$ cat src/core/rxc_pkg.sv
// What this block does
// Each processed receive request leaves one completion word in a four-entry queue.
// Head entry signals its thread once; a completion read pops it.
// Full queue stalls the engine and refuses new receive requests.
// Explicit thread mode (ready control 14:13 = 10) puts MAC port in id field.
// Sequence field: fast-port number with start of packet, else MAC packet number.
// Abort input sets fail flag, ends the request, skips status.
// Error flag is inverted status bit 8 when status is captured.
// Word reports first element, copy of second element, one-or-two elements filled.
// Port-select bit tells fast port 1 or fast port 2.
// Valid-byte field holds byte count minus one when end of packet seen.
// Start/end flags recorded; fast-port start of packet bumps port sequence.
// Header-body mode: header thread at start, next request latches body thread.
// Single-thread mode: start of packet latches thread id, later requests reuse it.
// Eight bytes per data cycle bidirectional, four unidirectional; at end of packet byte enables give count.
// Transmit drives byte enables from last-quadword and last-byte counts.
// Bidirectional: one 8-bit enable bus; unidirectional: 3:0 receive, 7:4 transmit.
// Endian bit picks big or little byte order within each longword.
// 64-bit enables: F7..00 big endian, FE..00 little endian.
// 32-bit enables: 7,3,1,0 big endian, E,C,8,0 little endian.
// Element k: data quadwords 8(k-1).., extended 128+2(k-1), status 129+2(k-1).
// Per-request bit gathers a ninth quadword into the extended field.
// Extra quadword unavailable in 32-bit unidirectional mode with 64-bit status.
// Status after end of packet: quadword bidirectional, longword or quadword unidirectional.
package rxc_pkg;
   localparam int TID_W = 5;
   localparam int ELEM_W = 4;
   localparam int SEQ_W = 4;
   localparam int QDEPTH = 4;
   localparam int Q_AW = 2;
   localparam logic [2:0] QFULL = 3'h4;
   localparam logic [7:0] OFF_COMPLETION = 8'h00;
   localparam logic [7:0] OFF_READY_CTL = 8'h04;
   localparam logic [7:0] OFF_TEMPLATE = 8'h08;
   localparam logic [7:0] OFF_STATUS = 8'h0c;
   localparam int FPM_HI = 14;
   localparam int FPM_LO = 13;
   localparam int TPL_BIG = 0;
   localparam int TPL_BIDIR = 1;
   localparam int TPL_STAT_EN = 2;
   localparam logic TPL_BIG_RST = 1'h0;
   localparam logic TPL_BIDIR_RST = 1'h1;
   localparam logic TPL_STAT_EN_RST = 1'h0;
   localparam int STAT_OK_BIT = 8;
   localparam logic [7:0] EXT_BASE = 8'h80;
   localparam logic [7:0] STAT_BASE = 8'h81;
   localparam logic [4:0] QW_ONE = 5'h08;
   localparam logic [4:0] QW_XQ = 5'h09;
   localparam logic [4:0] QW_TWO = 5'h10;
   localparam logic [7:0] BYTES_QW = 8'h08;
   localparam logic [7:0] BYTES_LW = 8'h04;
   localparam logic [1:0] PORT_SLOW = 2'h0;
   localparam logic [1:0] PORT_FAST2 = 2'h2;

   typedef enum logic [1:0] {
      FPM_HDR_BODY = 2'b00,
      FPM_SINGLE = 2'b01,
      FPM_EXPLICIT = 2'b10,
      FPM_RSVD = 2'b11
   } fp_mode_t;

   typedef enum logic [3:0] {
      S_IDLE = 4'b0001,
      S_DATA = 4'b0010,
      S_STAT = 4'b0100,
      S_PUSH = 4'b1000
   } rx_state_t;

   typedef struct packed {
      logic eop;
      logic sop;
      logic [TID_W-1:0] id;
      logic [SEQ_W-1:0] seq;
      logic fail;
      logic err;
      logic [ELEM_W-1:0] second_elem;
      logic [ELEM_W-1:0] first_elem;
      logic elems_two;
      logic fast_port2;
      logic extra_qw;
      logic [7:0] valid_bytes;
   } completion_t;

   typedef struct packed {
      completion_t word;
      logic [TID_W-1:0] target_thread_id;
   } cq_entry_t;

   // Active-low enables for n valid bytes; big endian mirrors lanes per longword
   function automatic logic [7:0] be_encode(input logic [3:0] n, input logic big);
      logic [7:0] be;
      logic [2:0] pos;
      be = 8'hff;
      for (int i = 0; i < 8; i++)
      begin
         pos = 3'(i);
         if (big)
            pos = {pos[2], ~pos[1:0]};
         be[i] = ({1'b0, pos} >= n);
      end
      return be;
   endfunction

   // Valid bytes in the enabled lanes
   function automatic logic [7:0] be_count(input logic [7:0] be_n, input logic four);
      logic [7:0] c;
      c = 8'h00;
      for (int i = 0; i < 8; i++)
         if (!be_n[i] && (!four || i < 4))
            c = c + 8'h01;
      return c;
   endfunction
endpackage

$ cat src/core/cq_if.sv
interface cq_if;
   import rxc_pkg::*;
   logic push;
   cq_entry_t push_data;
   logic pop;
   logic full;
   logic valid;
   cq_entry_t head;
   logic [2:0] count;
   modport fill (output push, push_data, pop, input full, valid, head, count);
   modport queue (input push, push_data, pop, output full, valid, head, count);
endinterface

$ cat src/core/completion_queue.sv
module completion_queue (
   input wire logic clk,
   input wire logic rst,
   cq_if.queue q
);
   import rxc_pkg::*;
   cq_entry_t mem [QDEPTH];
   cq_entry_t head_reg;
   logic [Q_AW-1:0] wp_reg;
   logic [Q_AW-1:0] rp_reg;
   logic [Q_AW-1:0] rp_next;
   logic [2:0] count_reg;
   logic do_push;
   logic do_pop;

   assign do_push = q.push & ~q.full;
   assign do_pop = q.pop & q.valid;
   assign rp_next = do_pop ? rp_reg + 2'h1 : rp_reg;
   assign q.full = (count_reg == QFULL);
   assign q.valid = (count_reg != 3'h0);
   assign q.head = head_reg;
   assign q.count = count_reg;

   always_ff @(posedge clk)
      if (do_push)
         mem[wp_reg] <= q.push_data;

   always_ff @(posedge clk or posedge rst)
      if (rst)
      begin
         wp_reg <= '0;
         rp_reg <= '0;
         count_reg <= 3'h0;
      end
      else
      begin
         rp_reg <= rp_next;
         if (do_push)
            wp_reg <= wp_reg + 2'h1;
         if (do_push && !do_pop)
            count_reg <= count_reg + 3'h1;
         else if (do_pop && !do_push)
            count_reg <= count_reg - 3'h1;
      end

   // Head register follows the next read pointer, bypassing a fresh write
   always_ff @(posedge clk or posedge rst)
      if (rst)
         head_reg <= '0;
      else if (do_push && wp_reg == rp_next)
         head_reg <= q.push_data;
      else
         head_reg <= mem[rp_next];
endmodule

$ cat src/core/rx_completion.sv
module rx_completion (
   input wire logic CLOCK,
   input wire logic RST,
   input wire logic PSEL,
   input wire logic PENABLE,
   input wire logic PWRITE,
   input wire logic [7:0] PADDR,
   input wire logic [31:0] PWDATA,
   output logic [31:0] PRDATA,
   output logic PREADY,
   output logic PSLVERR,
   input wire logic REQ_VALID,
   output logic REQ_READY,
   input wire logic [rxc_pkg::TID_W-1:0] REQ_TID,
   input wire logic [rxc_pkg::TID_W-1:0] REQ_PORT,
   input wire logic [1:0] REQ_FAST,
   input wire logic [rxc_pkg::ELEM_W-1:0] REQ_E1,
   input wire logic [rxc_pkg::ELEM_W-1:0] REQ_E2,
   input wire logic REQ_TWO,
   input wire logic REQ_XQ,
   input wire logic REQ_STAT_QW,
   input wire logic [rxc_pkg::SEQ_W-1:0] REQ_PKT_SEQ,
   input wire logic RX_VALID,
   input wire logic RX_SOP,
   input wire logic RX_EOP,
   input wire logic RX_ABORT,
   input wire logic [63:0] RX_BUS_DATA,
   input wire logic [7:0] BYTE_ENABLE_N_IN,
   output logic [7:0] BYTE_ENABLE_N_OUT,
   output logic [7:0] BYTE_ENABLE_OE,
   input wire logic TX_ACTIVE,
   input wire logic TX_LAST_QW,
   input wire logic [2:0] TX_LAST_BYTES,
   output logic BUF_WE,
   output logic [7:0] BUF_ADDR,
   output logic [63:0] BUF_WDATA,
   output logic SIG_VALID,
   output logic [rxc_pkg::TID_W-1:0] SIG_TID
);
   import rxc_pkg::*;

   cq_if cq ();

   completion_queue u_queue (
      .clk(CLOCK),
      .rst(RST),
      .q(cq.queue)
   );

   fp_mode_t fp_mode_reg;
   logic big_reg;
   logic bidir_reg;
   logic stat_en_reg;
   logic pready_reg;
   logic rd_valid_reg;
   logic signalled_reg;
   rx_state_t state_reg;
   rx_state_t state_next;
   logic [TID_W-1:0] tid_reg;
   logic [TID_W-1:0] port_reg;
   logic [1:0] fast_reg;
   logic [ELEM_W-1:0] e1_reg;
   logic [ELEM_W-1:0] e2_reg;
   logic two_reg;
   logic xq_reg;
   logic statqw_reg;
   logic [SEQ_W-1:0] pseq_reg;
   logic [4:0] qi_reg;
   logic half_reg;
   logic [31:0] lo_reg;
   logic [7:0] bc_reg;
   logic sop_reg;
   logic eop_reg;
   logic fail_reg;
   logic err_reg;
   logic ef_reg;
   logic xqdone_reg;
   logic [TID_W-1:0] hdr_tid_reg [2];
   logic [TID_W-1:0] lat_tid_reg [2];
   logic [SEQ_W-1:0] fp_seq_reg [2];
   logic body_next_reg [2];
   logic setup_acc;
   logic done_acc;
   logic rx_end;
   logic qw_write;
   logic last_qw;
   logic stat_last;
   logic [4:0] limit;
   logic [7:0] add_bytes;
   logic [7:0] qaddr;
   logic [63:0] wdata;
   logic p;
   logic is_fast;
   logic hb_mode;
   logic [TID_W-1:0] sig_tid;
   completion_t word;

   // APB slave with one wait state so read data leaves a flop
   assign setup_acc = PSEL & PENABLE & ~pready_reg;
   assign done_acc = PSEL & PENABLE & pready_reg;
   assign PREADY = pready_reg;

   always_ff @(posedge CLOCK or posedge RST)
      if (RST)
      begin
         pready_reg <= 1'b0;
         rd_valid_reg <= 1'b0;
         PRDATA <= 32'h0;
         PSLVERR <= 1'b0;
      end
      else
      begin
         pready_reg <= setup_acc;
         if (setup_acc)
         begin
            PSLVERR <= 1'b0;
            rd_valid_reg <= 1'b0;
            PRDATA <= 32'h0;
            unique case (PADDR)
               OFF_COMPLETION:
               begin
                  rd_valid_reg <= cq.valid & ~PWRITE;
                  if (cq.valid)
                     PRDATA <= cq.head.word;
               end
               OFF_READY_CTL:
                  PRDATA[FPM_HI:FPM_LO] <= fp_mode_reg;
               OFF_TEMPLATE:
               begin
                  PRDATA[TPL_BIG] <= big_reg;
                  PRDATA[TPL_BIDIR] <= bidir_reg;
                  PRDATA[TPL_STAT_EN] <= stat_en_reg;
               end
               OFF_STATUS:
                  PRDATA[11:0] <= {fp_seq_reg[1], fp_seq_reg[0],
                     state_reg != S_IDLE, cq.count};
               default:
                  PSLVERR <= 1'b1;
            endcase
         end
      end

   assign cq.pop = done_acc & ~PWRITE & rd_valid_reg;

   always_ff @(posedge CLOCK or posedge RST)
      if (RST)
      begin
         fp_mode_reg <= FPM_HDR_BODY;
         big_reg <= TPL_BIG_RST;
         bidir_reg <= TPL_BIDIR_RST;
         stat_en_reg <= TPL_STAT_EN_RST;
      end
      else if (done_acc && PWRITE)
      begin
         if (PADDR == OFF_READY_CTL)
            fp_mode_reg <= fp_mode_t'(PWDATA[FPM_HI:FPM_LO]);
         if (PADDR == OFF_TEMPLATE)
         begin
            big_reg <= PWDATA[TPL_BIG];
            bidir_reg <= PWDATA[TPL_BIDIR];
            stat_en_reg <= PWDATA[TPL_STAT_EN];
         end
      end

   // One signal per entry reaching the head
   always_ff @(posedge CLOCK or posedge RST)
      if (RST)
      begin
         signalled_reg <= 1'b0;
         SIG_VALID <= 1'b0;
         SIG_TID <= '0;
      end
      else
      begin
         SIG_VALID <= 1'b0;
         if (cq.pop)
            signalled_reg <= 1'b0;
         else if (cq.valid && !signalled_reg)
         begin
            SIG_VALID <= 1'b1;
            SIG_TID <= cq.head.target_thread_id;
            signalled_reg <= 1'b1;
         end
      end

   assign REQ_READY = (state_reg == S_IDLE) & ~cq.full;

   assign rx_end = RX_EOP | RX_ABORT;
   assign qw_write = bidir_reg | half_reg | rx_end;
   assign limit = two_reg ? QW_TWO : xq_reg ? QW_XQ : QW_ONE;
   assign last_qw = qw_write & (qi_reg + 5'h01 == limit);
   assign stat_last = bidir_reg | ~statqw_reg | half_reg;

   always_comb
   begin
      if (RX_ABORT)
         add_bytes = 8'h00;
      else if (RX_EOP)
         add_bytes = be_count(BYTE_ENABLE_N_IN, ~bidir_reg);
      else
         add_bytes = bidir_reg ? BYTES_QW : BYTES_LW;
   end

   // Buffer quadword address of the current beat
   always_comb
   begin
      if (state_reg == S_STAT)
         qaddr = (!bidir_reg && statqw_reg && !half_reg) ?
            EXT_BASE | {3'h0, e1_reg, 1'b0} : STAT_BASE | {3'h0, e1_reg, 1'b0};
      else if (qi_reg[3] && xq_reg)
         qaddr = EXT_BASE | {3'h0, e1_reg, 1'b0};
      else if (qi_reg[3])
         qaddr = {1'b0, e2_reg, qi_reg[2:0]};
      else
         qaddr = {1'b0, e1_reg, qi_reg[2:0]};
   end

   always_comb
   begin
      if (bidir_reg)
         wdata = RX_BUS_DATA;
      else if (half_reg && state_reg == S_DATA)
         wdata = {RX_BUS_DATA[31:0], lo_reg};
      else
         wdata = {32'h0, RX_BUS_DATA[31:0]};
   end

   always_comb
   begin
      state_next = state_reg;
      unique case (state_reg)
         S_IDLE:
            if (REQ_VALID && REQ_READY)
               state_next = S_DATA;
         S_DATA:
            if (RX_VALID && RX_ABORT)
               state_next = S_PUSH;
            else if (RX_VALID && RX_EOP && stat_en_reg)
               state_next = S_STAT;
            else if (RX_VALID && (RX_EOP || last_qw))
               state_next = S_PUSH;
         S_STAT:
            if (RX_VALID && stat_last)
               state_next = S_PUSH;
         S_PUSH:
            if (!cq.full)
               state_next = S_IDLE;
      endcase
   end

   always_ff @(posedge CLOCK or posedge RST)
      if (RST)
         state_reg <= S_IDLE;
      else
         state_reg <= state_next;

   // Request capture and receive datapath
   always_ff @(posedge CLOCK or posedge RST)
      if (RST)
      begin
         {tid_reg, port_reg, fast_reg, e1_reg, e2_reg} <= '0;
         {two_reg, xq_reg, statqw_reg, pseq_reg} <= '0;
         {qi_reg, half_reg, lo_reg, bc_reg} <= '0;
         {sop_reg, eop_reg, fail_reg, err_reg, ef_reg, xqdone_reg} <= '0;
         BUF_WE <= 1'b0;
         BUF_ADDR <= 8'h00;
         BUF_WDATA <= 64'h0;
      end
      else
      begin
         BUF_WE <= 1'b0;
         if (state_reg == S_IDLE && REQ_VALID && REQ_READY)
         begin
            tid_reg <= REQ_TID;
            port_reg <= REQ_PORT;
            fast_reg <= REQ_FAST;
            e1_reg <= REQ_E1;
            e2_reg <= REQ_E2;
            two_reg <= REQ_TWO;
            xq_reg <= REQ_XQ & ~REQ_TWO & ~(~bidir_reg & REQ_STAT_QW);
            statqw_reg <= REQ_STAT_QW;
            pseq_reg <= REQ_PKT_SEQ;
            {qi_reg, half_reg, bc_reg} <= '0;
            {sop_reg, eop_reg, fail_reg, err_reg, ef_reg, xqdone_reg} <= '0;
         end
         if (state_reg == S_DATA && RX_VALID)
         begin
            bc_reg <= bc_reg + add_bytes;
            sop_reg <= sop_reg | RX_SOP;
            eop_reg <= eop_reg | (RX_EOP & ~RX_ABORT);
            fail_reg <= fail_reg | RX_ABORT;
            if (!qw_write)
            begin
               lo_reg <= RX_BUS_DATA[31:0];
               half_reg <= 1'b1;
            end
            else if (!RX_ABORT)
            begin
               BUF_WE <= 1'b1;
               BUF_ADDR <= qaddr;
               BUF_WDATA <= wdata;
               qi_reg <= qi_reg + 5'h01;
               half_reg <= 1'b0;
               if (qi_reg[3] && two_reg)
                  ef_reg <= 1'b1;
               if (qi_reg[3] && xq_reg)
                  xqdone_reg <= 1'b1;
            end
         end
         if (state_reg == S_STAT && RX_VALID)
         begin
            BUF_WE <= 1'b1;
            BUF_ADDR <= qaddr;
            BUF_WDATA <= wdata;
            half_reg <= ~stat_last;
            if (!half_reg)
               err_reg <= ~RX_BUS_DATA[STAT_OK_BIT];
         end
      end

   // Thread choice, id field and sequence numbering
   assign p = (fast_reg == PORT_FAST2);
   assign is_fast = (fast_reg != PORT_SLOW);
   assign hb_mode = (fp_mode_reg == FPM_HDR_BODY) | (fp_mode_reg == FPM_RSVD);

   always_comb
   begin
      sig_tid = tid_reg;
      if (is_fast && !sop_reg)
         unique case (fp_mode_reg)
            FPM_HDR_BODY, FPM_RSVD:
               if (!body_next_reg[p])
                  sig_tid = lat_tid_reg[p];
            FPM_SINGLE:
               sig_tid = lat_tid_reg[p];
            FPM_EXPLICIT:
               sig_tid = tid_reg;
         endcase
   end

   always_comb
   begin
      word.eop = eop_reg;
      word.sop = sop_reg;
      word.id = tid_reg;
      if (is_fast)
         word.id = (fp_mode_reg == FPM_EXPLICIT || sop_reg) ?
            port_reg : hdr_tid_reg[p];
      word.seq = (is_fast && sop_reg) ? fp_seq_reg[p] : pseq_reg;
      word.fail = fail_reg;
      word.err = stat_en_reg & ~fail_reg & err_reg;
      word.second_elem = e2_reg;
      word.first_elem = e1_reg;
      word.elems_two = ef_reg;
      word.fast_port2 = is_fast & p;
      word.extra_qw = xqdone_reg;
      word.valid_bytes = bc_reg - 8'h01;
   end

   assign cq.push = (state_reg == S_PUSH) & ~cq.full;
   assign cq.push_data = '{word: word, target_thread_id: sig_tid};

   always_ff @(posedge CLOCK or posedge RST)
      if (RST)
         for (int i = 0; i < 2; i++)
         begin
            hdr_tid_reg[i] <= '0;
            lat_tid_reg[i] <= '0;
            fp_seq_reg[i] <= '0;
            body_next_reg[i] <= 1'b0;
         end
      else if (cq.push && is_fast)
      begin
         if (sop_reg)
         begin
            fp_seq_reg[p] <= fp_seq_reg[p] + 4'h1;
            hdr_tid_reg[p] <= tid_reg;
            lat_tid_reg[p] <= tid_reg;
            body_next_reg[p] <= hb_mode;
         end
         else if (hb_mode && body_next_reg[p])
         begin
            lat_tid_reg[p] <= tid_reg;
            body_next_reg[p] <= 1'b0;
         end
      end

   // Transmit byte enables; unidirectional uses the upper nibble
   always_ff @(posedge CLOCK or posedge RST)
      if (RST)
      begin
         BYTE_ENABLE_N_OUT <= 8'hff;
         BYTE_ENABLE_OE <= 8'h00;
      end
      else if (!TX_ACTIVE)
      begin
         BYTE_ENABLE_N_OUT <= 8'hff;
         BYTE_ENABLE_OE <= 8'h00;
      end
      else if (bidir_reg)
      begin
         BYTE_ENABLE_N_OUT <= TX_LAST_QW ?
            be_encode({1'b0, TX_LAST_BYTES} + 4'h1, big_reg) : 8'h00;
         BYTE_ENABLE_OE <= 8'hff;
      end
      else
      begin
         BYTE_ENABLE_N_OUT[7:4] <= TX_LAST_QW ?
            4'(be_encode({2'h0, TX_LAST_BYTES[1:0]} + 4'h1, big_reg)) : 4'h0;
         BYTE_ENABLE_N_OUT[3:0] <= 4'hf;
         BYTE_ENABLE_OE <= 8'hf0;
      end
endmodule

$ cat config.mk
export PLATFORM = sky130hd
export DESIGN_NAME = rx_completion
export DESIGN_NICKNAME = d
export VERILOG_FILES = /design/src/core/rxc_pkg.sv /design/src/core/cq_if.sv /design/src/core/completion_queue.sv /design/src/core/rx_completion.sv
export SDC_FILE = /design/constraint.sdc
export NUM_CORES = 1
export LEC_CHECK = 0
export ABC_AREA = 1
export ABC_CLOCK_PERIOD_IN_PS = 12300
export BUFFER_PORTS_ARGS = -buffer_cell sky130_fd_sc_hd__buf_2
export CORE_ASPECT_RATIO = 1.4
export CORE_MARGIN = 2
export CORE_UTILIZATION = 25
export CTS_CLUSTER_SIZE = 16
export DETAILED_ROUTE_END_ITERATION = 6
export PLACE_DENSITY = 0.49
export SKIP_CTS_REPAIR_TIMING = 1
export SLEW_MARGIN = 20
export SYNTH_ARGS = -nofsm -noshare
export SYNTH_HDL_FRONTEND = slang
export SYNTH_SLANG_ARGS = --single-unit
export TNS_END_PERCENT = 100
$ cat constraint.sdc
create_clock -name CLOCK -period 12.3 [get_ports CLOCK]
set_input_delay 1.845 -clock CLOCK [delete_from_list [all_inputs] [get_ports CLOCK]]
set_output_delay 1.845 -clock CLOCK [all_outputs]
set_load 0.01 [all_outputs]
==> metrics.txt, run 1 <==
path depth of the worst reg2reg path 28; initial DRC count roughly 800; CP Capture Type register; worst slew pin tran between 1 and 1.5 ns; Worst setup SP type input pin; Ys Warns 0; Synth Register Bits between 400 and 500; DRT antenna net count 0; Worst R2R Start bidir_reg; Die Area 78600 um^2; PortBufs 256; post-synthesis sequential area ratio 60.9%; P&R area growth vs syn 19.9%; Core Area 75500 um^2; CTS Buffer Depth 3; FILL cells 7825; syn_area_per_cell about 9.4 um^2; drt drc 0; Worst Hold Launch u_queue.q.head[4]; GRT overflow 0; Worst path slowest cell ha_1; synth top area cells dfrtp_1, edfxtp_1, nand2_1; setup TNS 0 ns; Clock Pin Slew Worst Setup and Hold Paths approximately 0.060 ns; Initial Utilization 25.3%; Pwr Density 206 nW/um^2; layout cells sized above 1 17.2%; wire per inst 16.6 um; TritonCTS Buffers 47; CTS root buf clkbuf_16; Pwr Total 4.72 mW; Hold Violations, Final 0; Synth area leader dfrtp_1; Initial DRT Pass Iterations 5; CTS tree done; Post-Route Utilization 30.3%; DR vias/cell 4.47; clock latency on the worst-skew pair 0.60 ns; largest net degree at the start of global routing 120; Fmax achieved 166 MHz; CP max stage delay 0.34 ns; Routed WL 54500 um; initial antenna violation count 14; count of final max-slew check failures 0; min cycle time layout 6.02 ns; r2r setup slk a little under 8 ns; H-tree levels 2; Max VDD drop between 0.00009 and 0.0001 V; Core Rows 119; Cell Area, Placed 21300 um^2; max cap viols 0; crit path kind in2reg; Final Setup Violations 0; die width 238 um; die height 331 um; GRT Overall Usage between 10% and 20%; hold path cells 2; relative slew slack 32.5%; Detailed Place HPWL 37300 um; crit-path leading delay family adder cells; Post-Synthesis Cell Area 19100 um^2; skew final 0.0218 ns; first-pass GRT wire length 84300 um; RSZ-0062 raised after global routing no; Buf/Inv on CP 6; status complete, no violations; Most common cell on crit path nand2_1; Lkg Pwr 10.7 nW; area share of the largest cell type after synthesis between 30% and 40%; CTS sink count ~440; post-route cell area roughly 23000 um^2; R2R Path End bc_reg[7]; crit path DAT 6.49 ns; number of distinct library cells after synthesis between 50 and 60; max reg flops 148; Layout Nets 2457; Worst Path Max Fanout 5; routability cong. between 0.7 and 0.8; Req. time, crit path approximately 13 ns; final worst path period share 49.0%; Hold WC Path Type reg2reg; IO Pins 284; vias in the first global route 14900; Synth Instances between 2000 and 2500; vias 14600; Hold Path Sink SIG_TID[4]
[cells in the mapped netlist, drive strengths merged]
master	number
nand2	533
o21ai	292
dfrtp	277
inv	197
nor2	197
edfxtp	148
a21oi	90
buf	56
o22ai	44
clkbuf	39
nand3	35
ha	30
nor3	14
xor2	13
dfstp	10
a31oi	6
o21bai	6
o32ai	6
o211ai	5
o31ai	5
a22oi	4
nor4	4
xnor2	4
a32o	3
nand4	3
a221oi	2
clkinv	2
fa	2
or2	2
a211oi	1
a21boi	1
a31o	1
and2	1
conb	1
mux2	1
mux2i	1
nand3b	1
o21a	1
o41ai	1
[placed cells by master, fill, tap and decap left out, types with 6 or more instances in the layout]
| master | count |
|---|---|
| a21oi_1 | 90 |
| a31oi_1 | 6 |
| buf_2 | 256 |
| buf_4 | 19 |
| clkbuf_1 | 9 |
| clkbuf_16 | 48 |
| clkinv_2 | 12 |
| dfrtp_1 | 277 |
| dfstp_2 | 10 |
| edfxtp_1 | 148 |
| ha_1 | 30 |
| inv_1 | 184 |
| inv_2 | 12 |
| nand2_1 | 531 |
| nand3_1 | 33 |
| nor2_1 | 187 |
| nor2_2 | 6 |
| nor3_1 | 9 |
| o21ai_0 | 224 |
| o21ai_1 | 68 |
| o21bai_1 | 6 |
| o22ai_1 | 44 |
| o32ai_1 | 6 |
| xor2_1 | 12 |
[layer usage]
metal  vias up  wire length, um  global-route usage, %
met5         -              161                      0
met3        91             3470                   3.76
met2       328            26800                   24.2
met1      7021            22900                   16.4
li1       7181                -                      -
met4        24             1140                   3.79
[metrics by stage]
stage,setup WS [ns],hold slack (ns),instances
finish,6.28,0.453,3276
CTS,6.29,0.462,3274
global route,5.77,0.478,3275
detailed placement,5.68,0.447,3189
global placement,5.73,0.438,3189
floorplan,2.55,0.425,2040
[where the power goes]
part	switching (mW)	total (mW)	internal, mW
Sequential	0.197	2.12	1.93
Combinational	0.783	1.16	0.379
Clock	0.608	1.43	0.826
[layout make-up]
type / count / area, um^2 / area share [%]
flip-flops and latches: 435 / 11600 / 50.8
multi-input cells: 1311 / 6300 / 27.5
repair buffers: 277 / 1450 / 6.33
clock buffers: 61 / 1290 / 5.63
well taps: 968 / 1210 / 5.29
inverters: 199 / 754 / 3.30
clock inverters: 24 / 243 / 1.06
diodes: 1 / 2.50 / 0.0109
[cells by family after synthesis]
| family | synth area share, % |
|---|---|
| simple gates | 16.4 |
| flops | 60.9 |
| buf+inv | 6.32 |
| mux | 0.111 |
| other cells | 0.0196 |
| compound gates | 13.2 |
| fa+ha+maj | 2.18 |
| xor+xnor | 0.819 |
[worst min-delay path, cell delays in order, from the launching register on]
cell	delay, ns
dfrtp_1	0.32
nand2_1	0.05
nand2_1	0.05
[worst max-delay path by stage]
stage | slack (ns) | from | to | depth (start not counted)
6_report | 6.28 | BYTE_ENABLE_N_IN[0] | bc_reg[7] | 36
2_1_floorplan | 2.55 | RST | BUF_ADDR[0] | 1
5_1_grt | 5.77 | BYTE_ENABLE_N_IN[0] | bc_reg[7] | 36
3_3_place_gp | 5.73 | BYTE_ENABLE_N_IN[0] | bc_reg[7] | 36
4_1_cts | 6.29 | BYTE_ENABLE_N_IN[0] | bc_reg[7] | 36
3_5_place_dp | 5.68 | BYTE_ENABLE_N_IN[0] | bc_reg[7] | 36
Power figures use the tool's default switching activity.
==> inputs of run 2 (changes only) <==
--- a/config.mk
+++ b/config.mk
@@ -6,14 +6,14 @@
 export NUM_CORES = 1
 export LEC_CHECK = 0
 export ABC_AREA = 1
-export ABC_CLOCK_PERIOD_IN_PS = 12300
+export ABC_CLOCK_PERIOD_IN_PS = 5320
 export BUFFER_PORTS_ARGS = -buffer_cell sky130_fd_sc_hd__buf_2
 export CORE_ASPECT_RATIO = 1.4
 export CORE_MARGIN = 2
 export CORE_UTILIZATION = 25
 export CTS_CLUSTER_SIZE = 16
 export DETAILED_ROUTE_END_ITERATION = 6
-export PLACE_DENSITY = 0.49
+export PLACE_DENSITY = 0.51
 export SKIP_CTS_REPAIR_TIMING = 1
 export SLEW_MARGIN = 20
 export SYNTH_ARGS = -nofsm -noshare
==> constraint.sdc (replaced) <==
create_clock -name CLOCK -period 5.32 [get_ports CLOCK]
set_input_delay 0.798 -clock CLOCK [delete_from_list [all_inputs] [get_ports CLOCK]]
set_output_delay 0.798 -clock CLOCK [all_outputs]
set_load 0.01 [all_outputs]
==> run 2 against run 1 <==
  * Die area is the same
  * Power grew 130%
  * Via count grew 1.3%
  * Cell area grew 0.71%
  * Worst setup slack lost 5.8 ns
  * Global-route usage grew 0.54 points
  * Hold slack lost 0.084 ns
  * Critical path depth is the same
  * Register-to-register slack lost 6.9 ns
  * Sequential share of layout area shrank 0.36 points
  * Clock power grew 140%
  * Sequential cell count is the same
  * Critical path type unchanged
  * Highest routed layer unchanged
==> metrics.txt, run 2 (synthesis results as in run 1) <==
commonest cells after routing, fill and taps aside nand2_1, dfrtp_1, buf_2; Routed WL 56300 um; CTS Buffer Depth 3; Clock Pin Slew Worst Setup and Hold Paths about 0.060 ns; Initial DRT Pass Iterations 5; Core Rows around 120; Fmax achieved 205 MHz; max cap viols 0; Worst setup SP type input pin; PortBufs between 200 and 300; Die Area slightly below 80000 um^2; count of final max-slew check failures 0; TritonCTS Buffers 48; wire per inst 17.1 um; FILL cells 7783; vias 14800; Hold Violations, Final 0; Max VDD drop around 0.00027 V; path depth of the worst reg2reg path 28; Pwr Density a little under 500 nW/um^2; max reg flops about 150; die width 238 um; crit path kind in2reg; crit path DAT 5.35 ns; initial antenna violation count 10; Initial Utilization 25.3%; Lkg Pwr 10.8 nW; hold path cells 1; H-tree levels 2; Core Area 75500 um^2; P&R area growth vs syn 20.7%; largest net degree at the start of global routing between 100 and 150; post-route worst setup slack 0.451 ns; CTS tree done; layout cells sized above 1 17.6%; worst slew pin tran 1.01 ns; final hold slack roughly 0.37 ns; GRT Overall Usage 14.3%; Pwr Total 11.1 mW; first-pass GRT wire length just under 90000 um; CTS sink count ~440; Detailed Place HPWL 38800 um; DRT antenna net count 0; Req. time, crit path 5.80 ns; Final Setup Violations 0; most common cell after layout, fill and taps aside nand2_1; final worst path period share 91.5%; routability cong. 0.774; IO Pins ~280; min cycle time layout 4.87 ns; vias in the first global route 15000; initial DRC count between 700 and 800; skew final between 0.03 and 0.04 ns; Post-Place Worst Slack -0.131 ns; Worst Path Max Fanout 4; RSZ-0062 raised after global routing no; drt drc 0; GRT overflow 0; Worst path slowest cell ha_1; Most common cell on crit path nand2_1; clock latency on the worst-skew pair between 0.6 and 0.7 ns; CP max stage delay 0.34 ns; CTS root buf clkbuf_16; status complete, no violations; DR vias/cell 4.51; Hold WC Path Type in2reg; die height 331 um; relative slew slack 32.8%; CP Capture Type register; Layout Nets approximately 2500
[run 2: layout make-up]
type | count | area, um^2 | area share, %
Clock buffer | 63 | 1290 | 5.58
Antenna cell | 1 | 2.50 | 0.0109
Multi-Input combinational cell | 1311 | 6290 | 27.3
Sequential cell | 435 | 11600 | 50.5
Tap cell | 968 | 1210 | 5.25
Timing Repair Buffer | 289 | 1570 | 6.83
Inverter | 199 | 751 | 3.26
Clock inverter | 27 | 304 | 1.32
[run 2: metal layers]
layer | up-vias | wire (um) | global-route usage [%]
met5 | - | 129 | 0
met4 | 18 | 1950 | 5.39
met3 | 106 | 3530 | 3.72
met2 | 381 | 27800 | 25.2
met1 | 7123 | 22900 | 16.6
li1 | 7212 | - | -
[run 2: through the flow]
step	area, um^2	setup TNS [ns]	util, %	instances
2_1_floorplan	19100	0	-	2040
3_3_place_gp	21400	-0.0404	28.4	3201
3_5_place_dp	21400	-0.131	28.4	3201
4_1_cts	23000	0	30.5	3291
5_1_grt	23100	0	30.5	3292
6_report	23100	0	30.5	3293
[run 2: critical path, delay by kind of cell]
| family | cells | cell delay, ns |
|---|---|---|
| compound gates | 8 | 1.13 |
| fa+ha+maj | 6 | 1.76 |
| buf+inv | 6 | 0.38 |
| simple gates | 16 | 1.28 |
[run 2: path summary, 6_finish.rpt]
check | startpoint | to | slack [ns]
worst max-delay path | BYTE_ENABLE_N_IN[0] | bc_reg[7] | 0.45
worst min-delay path | TX_ACTIVE | BYTE_ENABLE_OE[6] | 0.37
worst max register to register | bidir_reg | bc_reg[7] | 1.03
worst min register to register | u_queue.q.head[2] | SIG_TID[2] | 0.45
max in group asynchronous | RST | BUF_WDATA[56] | 3.73
min in group asynchronous | RST | lo_reg[3] | 0.39
[run 2: power breakdown]
part           internal, mW  total, mW  switching, mW
sequential             4.46       4.93          0.468
combinational         0.886       2.74           1.86
clock                  1.96       3.41           1.45
total                  7.31       11.1           3.78
==> inputs of run 3 (changes only) <==
--- a/config.mk
+++ b/config.mk
@@ -8,12 +8,16 @@
 export ABC_AREA = 1
 export ABC_CLOCK_PERIOD_IN_PS = 5320
 export BUFFER_PORTS_ARGS = -buffer_cell sky130_fd_sc_hd__buf_2
+export CELL_PAD_IN_SITES_DETAIL_PLACEMENT = 1
+export CELL_PAD_IN_SITES_GLOBAL_PLACEMENT = 2
 export CORE_ASPECT_RATIO = 1.4
 export CORE_MARGIN = 2
 export CORE_UTILIZATION = 25
 export CTS_CLUSTER_SIZE = 16
 export DETAILED_ROUTE_END_ITERATION = 6
-export PLACE_DENSITY = 0.51
+export GPL_ROUTABILITY_DRIVEN = 0
+export PLACE_DENSITY = 0.7
+export REMOVE_ABC_BUFFERS = 1
 export SKIP_CTS_REPAIR_TIMING = 1
 export SLEW_MARGIN = 20
 export SYNTH_ARGS = -nofsm -noshare
==> run 3 against run 2 <==
  * Sequential share of layout area decreased by 0.31 points
  * Clock power increased by 2%
  * Worst setup slack improved by 0.11 ns
  * Fmax increased by 2.3%
  * Utilization increased by 0.19 points
  * Non-clock buffer count increased by 7
  * Highest routed layer unchanged
==> metrics.txt, run 3 (synthesis results as in run 1) <==
Max VDD drop 0.000238 V; skew final 0.0107 ns; Initial Utilization 25.3%; Worst setup SP type input pin; final worst path period share between 80% and 90%; GRT Overall Usage 15.2%; Layout Nets 2477; R2R Path End bc_reg[7]; commonest cells after routing, fill and taps aside nand2_1, dfrtp_1, buf_2; Pwr Density slightly below 500 nW/um^2; Worst path slowest cell ha_1; drt drc 0; Lkg Pwr roughly 11 nW; DRT antenna net count 0; CTS tree done; initial DRC count 648; layout cells sized above 1 between 10% and 20%; Detailed Place HPWL 40700 um; count of final max-slew check failures 0; largest net degree at the start of global routing 109; initial antenna violation count 12; CTS root buf clkbuf_16; CP max stage delay ~0.36 ns; Die Area 78600 um^2; crit path kind in2reg; Hold Violations, Final 0; Core Rows 119; crit path DAT 5.26 ns; Req. time, crit path 5.82 ns; Post-Route Utilization between 30% and 40%; Fmax achieved between 200 and 250 MHz; die height around 330 um; first-pass GRT wire length 93200 um; GRT overflow 0; clock latency on the worst-skew pair 0.61 ns; CP Capture Type register; Worst R2R Start bidir_reg; relative slew slack about 33%; Pwr Total between 10 and 15 mW; wire per inst 18.0 um; vias 15000; CTS sink count 435; min cycle time layout 4.76 ns; Hold WC Path Type in2async; H-tree levels 2; Clock Pin Slew Worst Setup and Hold Paths 0.07 ns; Initial DRT Pass Iterations 4; P&R area growth vs syn 21.5%; Worst Path Max Fanout 3; die width 238 um; IO Pins 284; max reg flops around 150; Routed WL 59600 um; path depth of the worst reg2reg path 28; CTS Buffer Depth 3; worst slew pin tran 1.01 ns; most common cell after layout, fill and taps aside nand2_1; Most common cell on crit path nand2_1; RSZ-0062 raised after global routing no; PortBufs 256; vias in the first global route 16100; Core Area roughly 75000 um^2; status complete, no violations; r2r setup slk between 1 and 1.5 ns; Final Setup Violations 0; DR vias/cell 4.55; max cap viols 0; TritonCTS Buffers 48
-- run 3: cell count changes in the layout (fill, tap and decap cells not counted), moves of 3 or more --
cell      before  now
clkbuf_1      12    7
buf_4         30   37
clkinv_8       3    0
o21ai_0      224  221
clkinv_1       7   10
clkbuf_8       3    6
-- run 3: power breakdown --
part           total [mW]  internal [mW]  switching [mW]
combinational        2.82          0.904            1.92
clock                3.48           2.01            1.48
sequential           4.92           4.46           0.460
total                11.2           7.37            3.86
-- run 3: layer usage --
| metal | vias to the layer above | global-route usage (%) | wire length [um] | part of all wire, % |
|---|---|---|---|---|
| met1 | 7392 | 18.0 | 24900 | 42 |
| met5 | - | 0 | 96 | 0.16 |
| met2 | 294 | 27.0 | 29400 | 49 |
| met3 | 97 | 4.01 | 3590 | 6.0 |
| li1 | 7210 | - | - | - |
| met4 | 18 | 4.29 | 1620 | 2.7 |
-- run 3: worst max-delay path, delay by kind of cell --
family	cells	cell delay, ns
fa+ha+maj	6	1.67
buf+inv	6	0.43
compound gates	8	1.07
simple gates	16	1.30
-- run 3: layout make-up --
class	instances	area, um^2
Clock buffer	61	1310
Antenna cell	3	7.51
Fill cell	8729	52300
Inverter	199	754
Sequential cell	435	11600
Tap cell	968	1210
Multi-Input combinational cell	1311	6320
Timing Repair Buffer	296	1620
Clock inverter	29	332
-- run 3: how the worst max path moves through the flow --
stage                              to  slack, ns                 from  cells after the start
after floorplan           BUF_ADDR[0]      -3.38                  RST                      1
after global placement      bc_reg[7]      -0.09  BYTE_ENABLE_N_IN[0]                     36
after detailed placement    bc_reg[7]      -0.31  BYTE_ENABLE_N_IN[0]                     36
after CTS                   bc_reg[7]       0.35  BYTE_ENABLE_N_IN[0]                     36
after global routing        bc_reg[7]       0.02  BYTE_ENABLE_N_IN[0]                     36
final                       bc_reg[7]       0.56  BYTE_ENABLE_N_IN[0]                     36
-- run 3: through the flow --
stage	hold WS [ns]	setup TNS [ns]	setup WS [ns]	cell area [um^2]	instances
final	0.317	0	0.558	23200	3302
after global routing	0.359	0	0.0232	23200	3301
after CTS	0.348	0	0.347	23200	3298
after detailed placement	0.446	-0.310	-0.310	21500	3208
after global placement	0.440	-0.0929	-0.0929	21500	3208
after floorplan	0.425	-975.15	-3.38	18600	1945
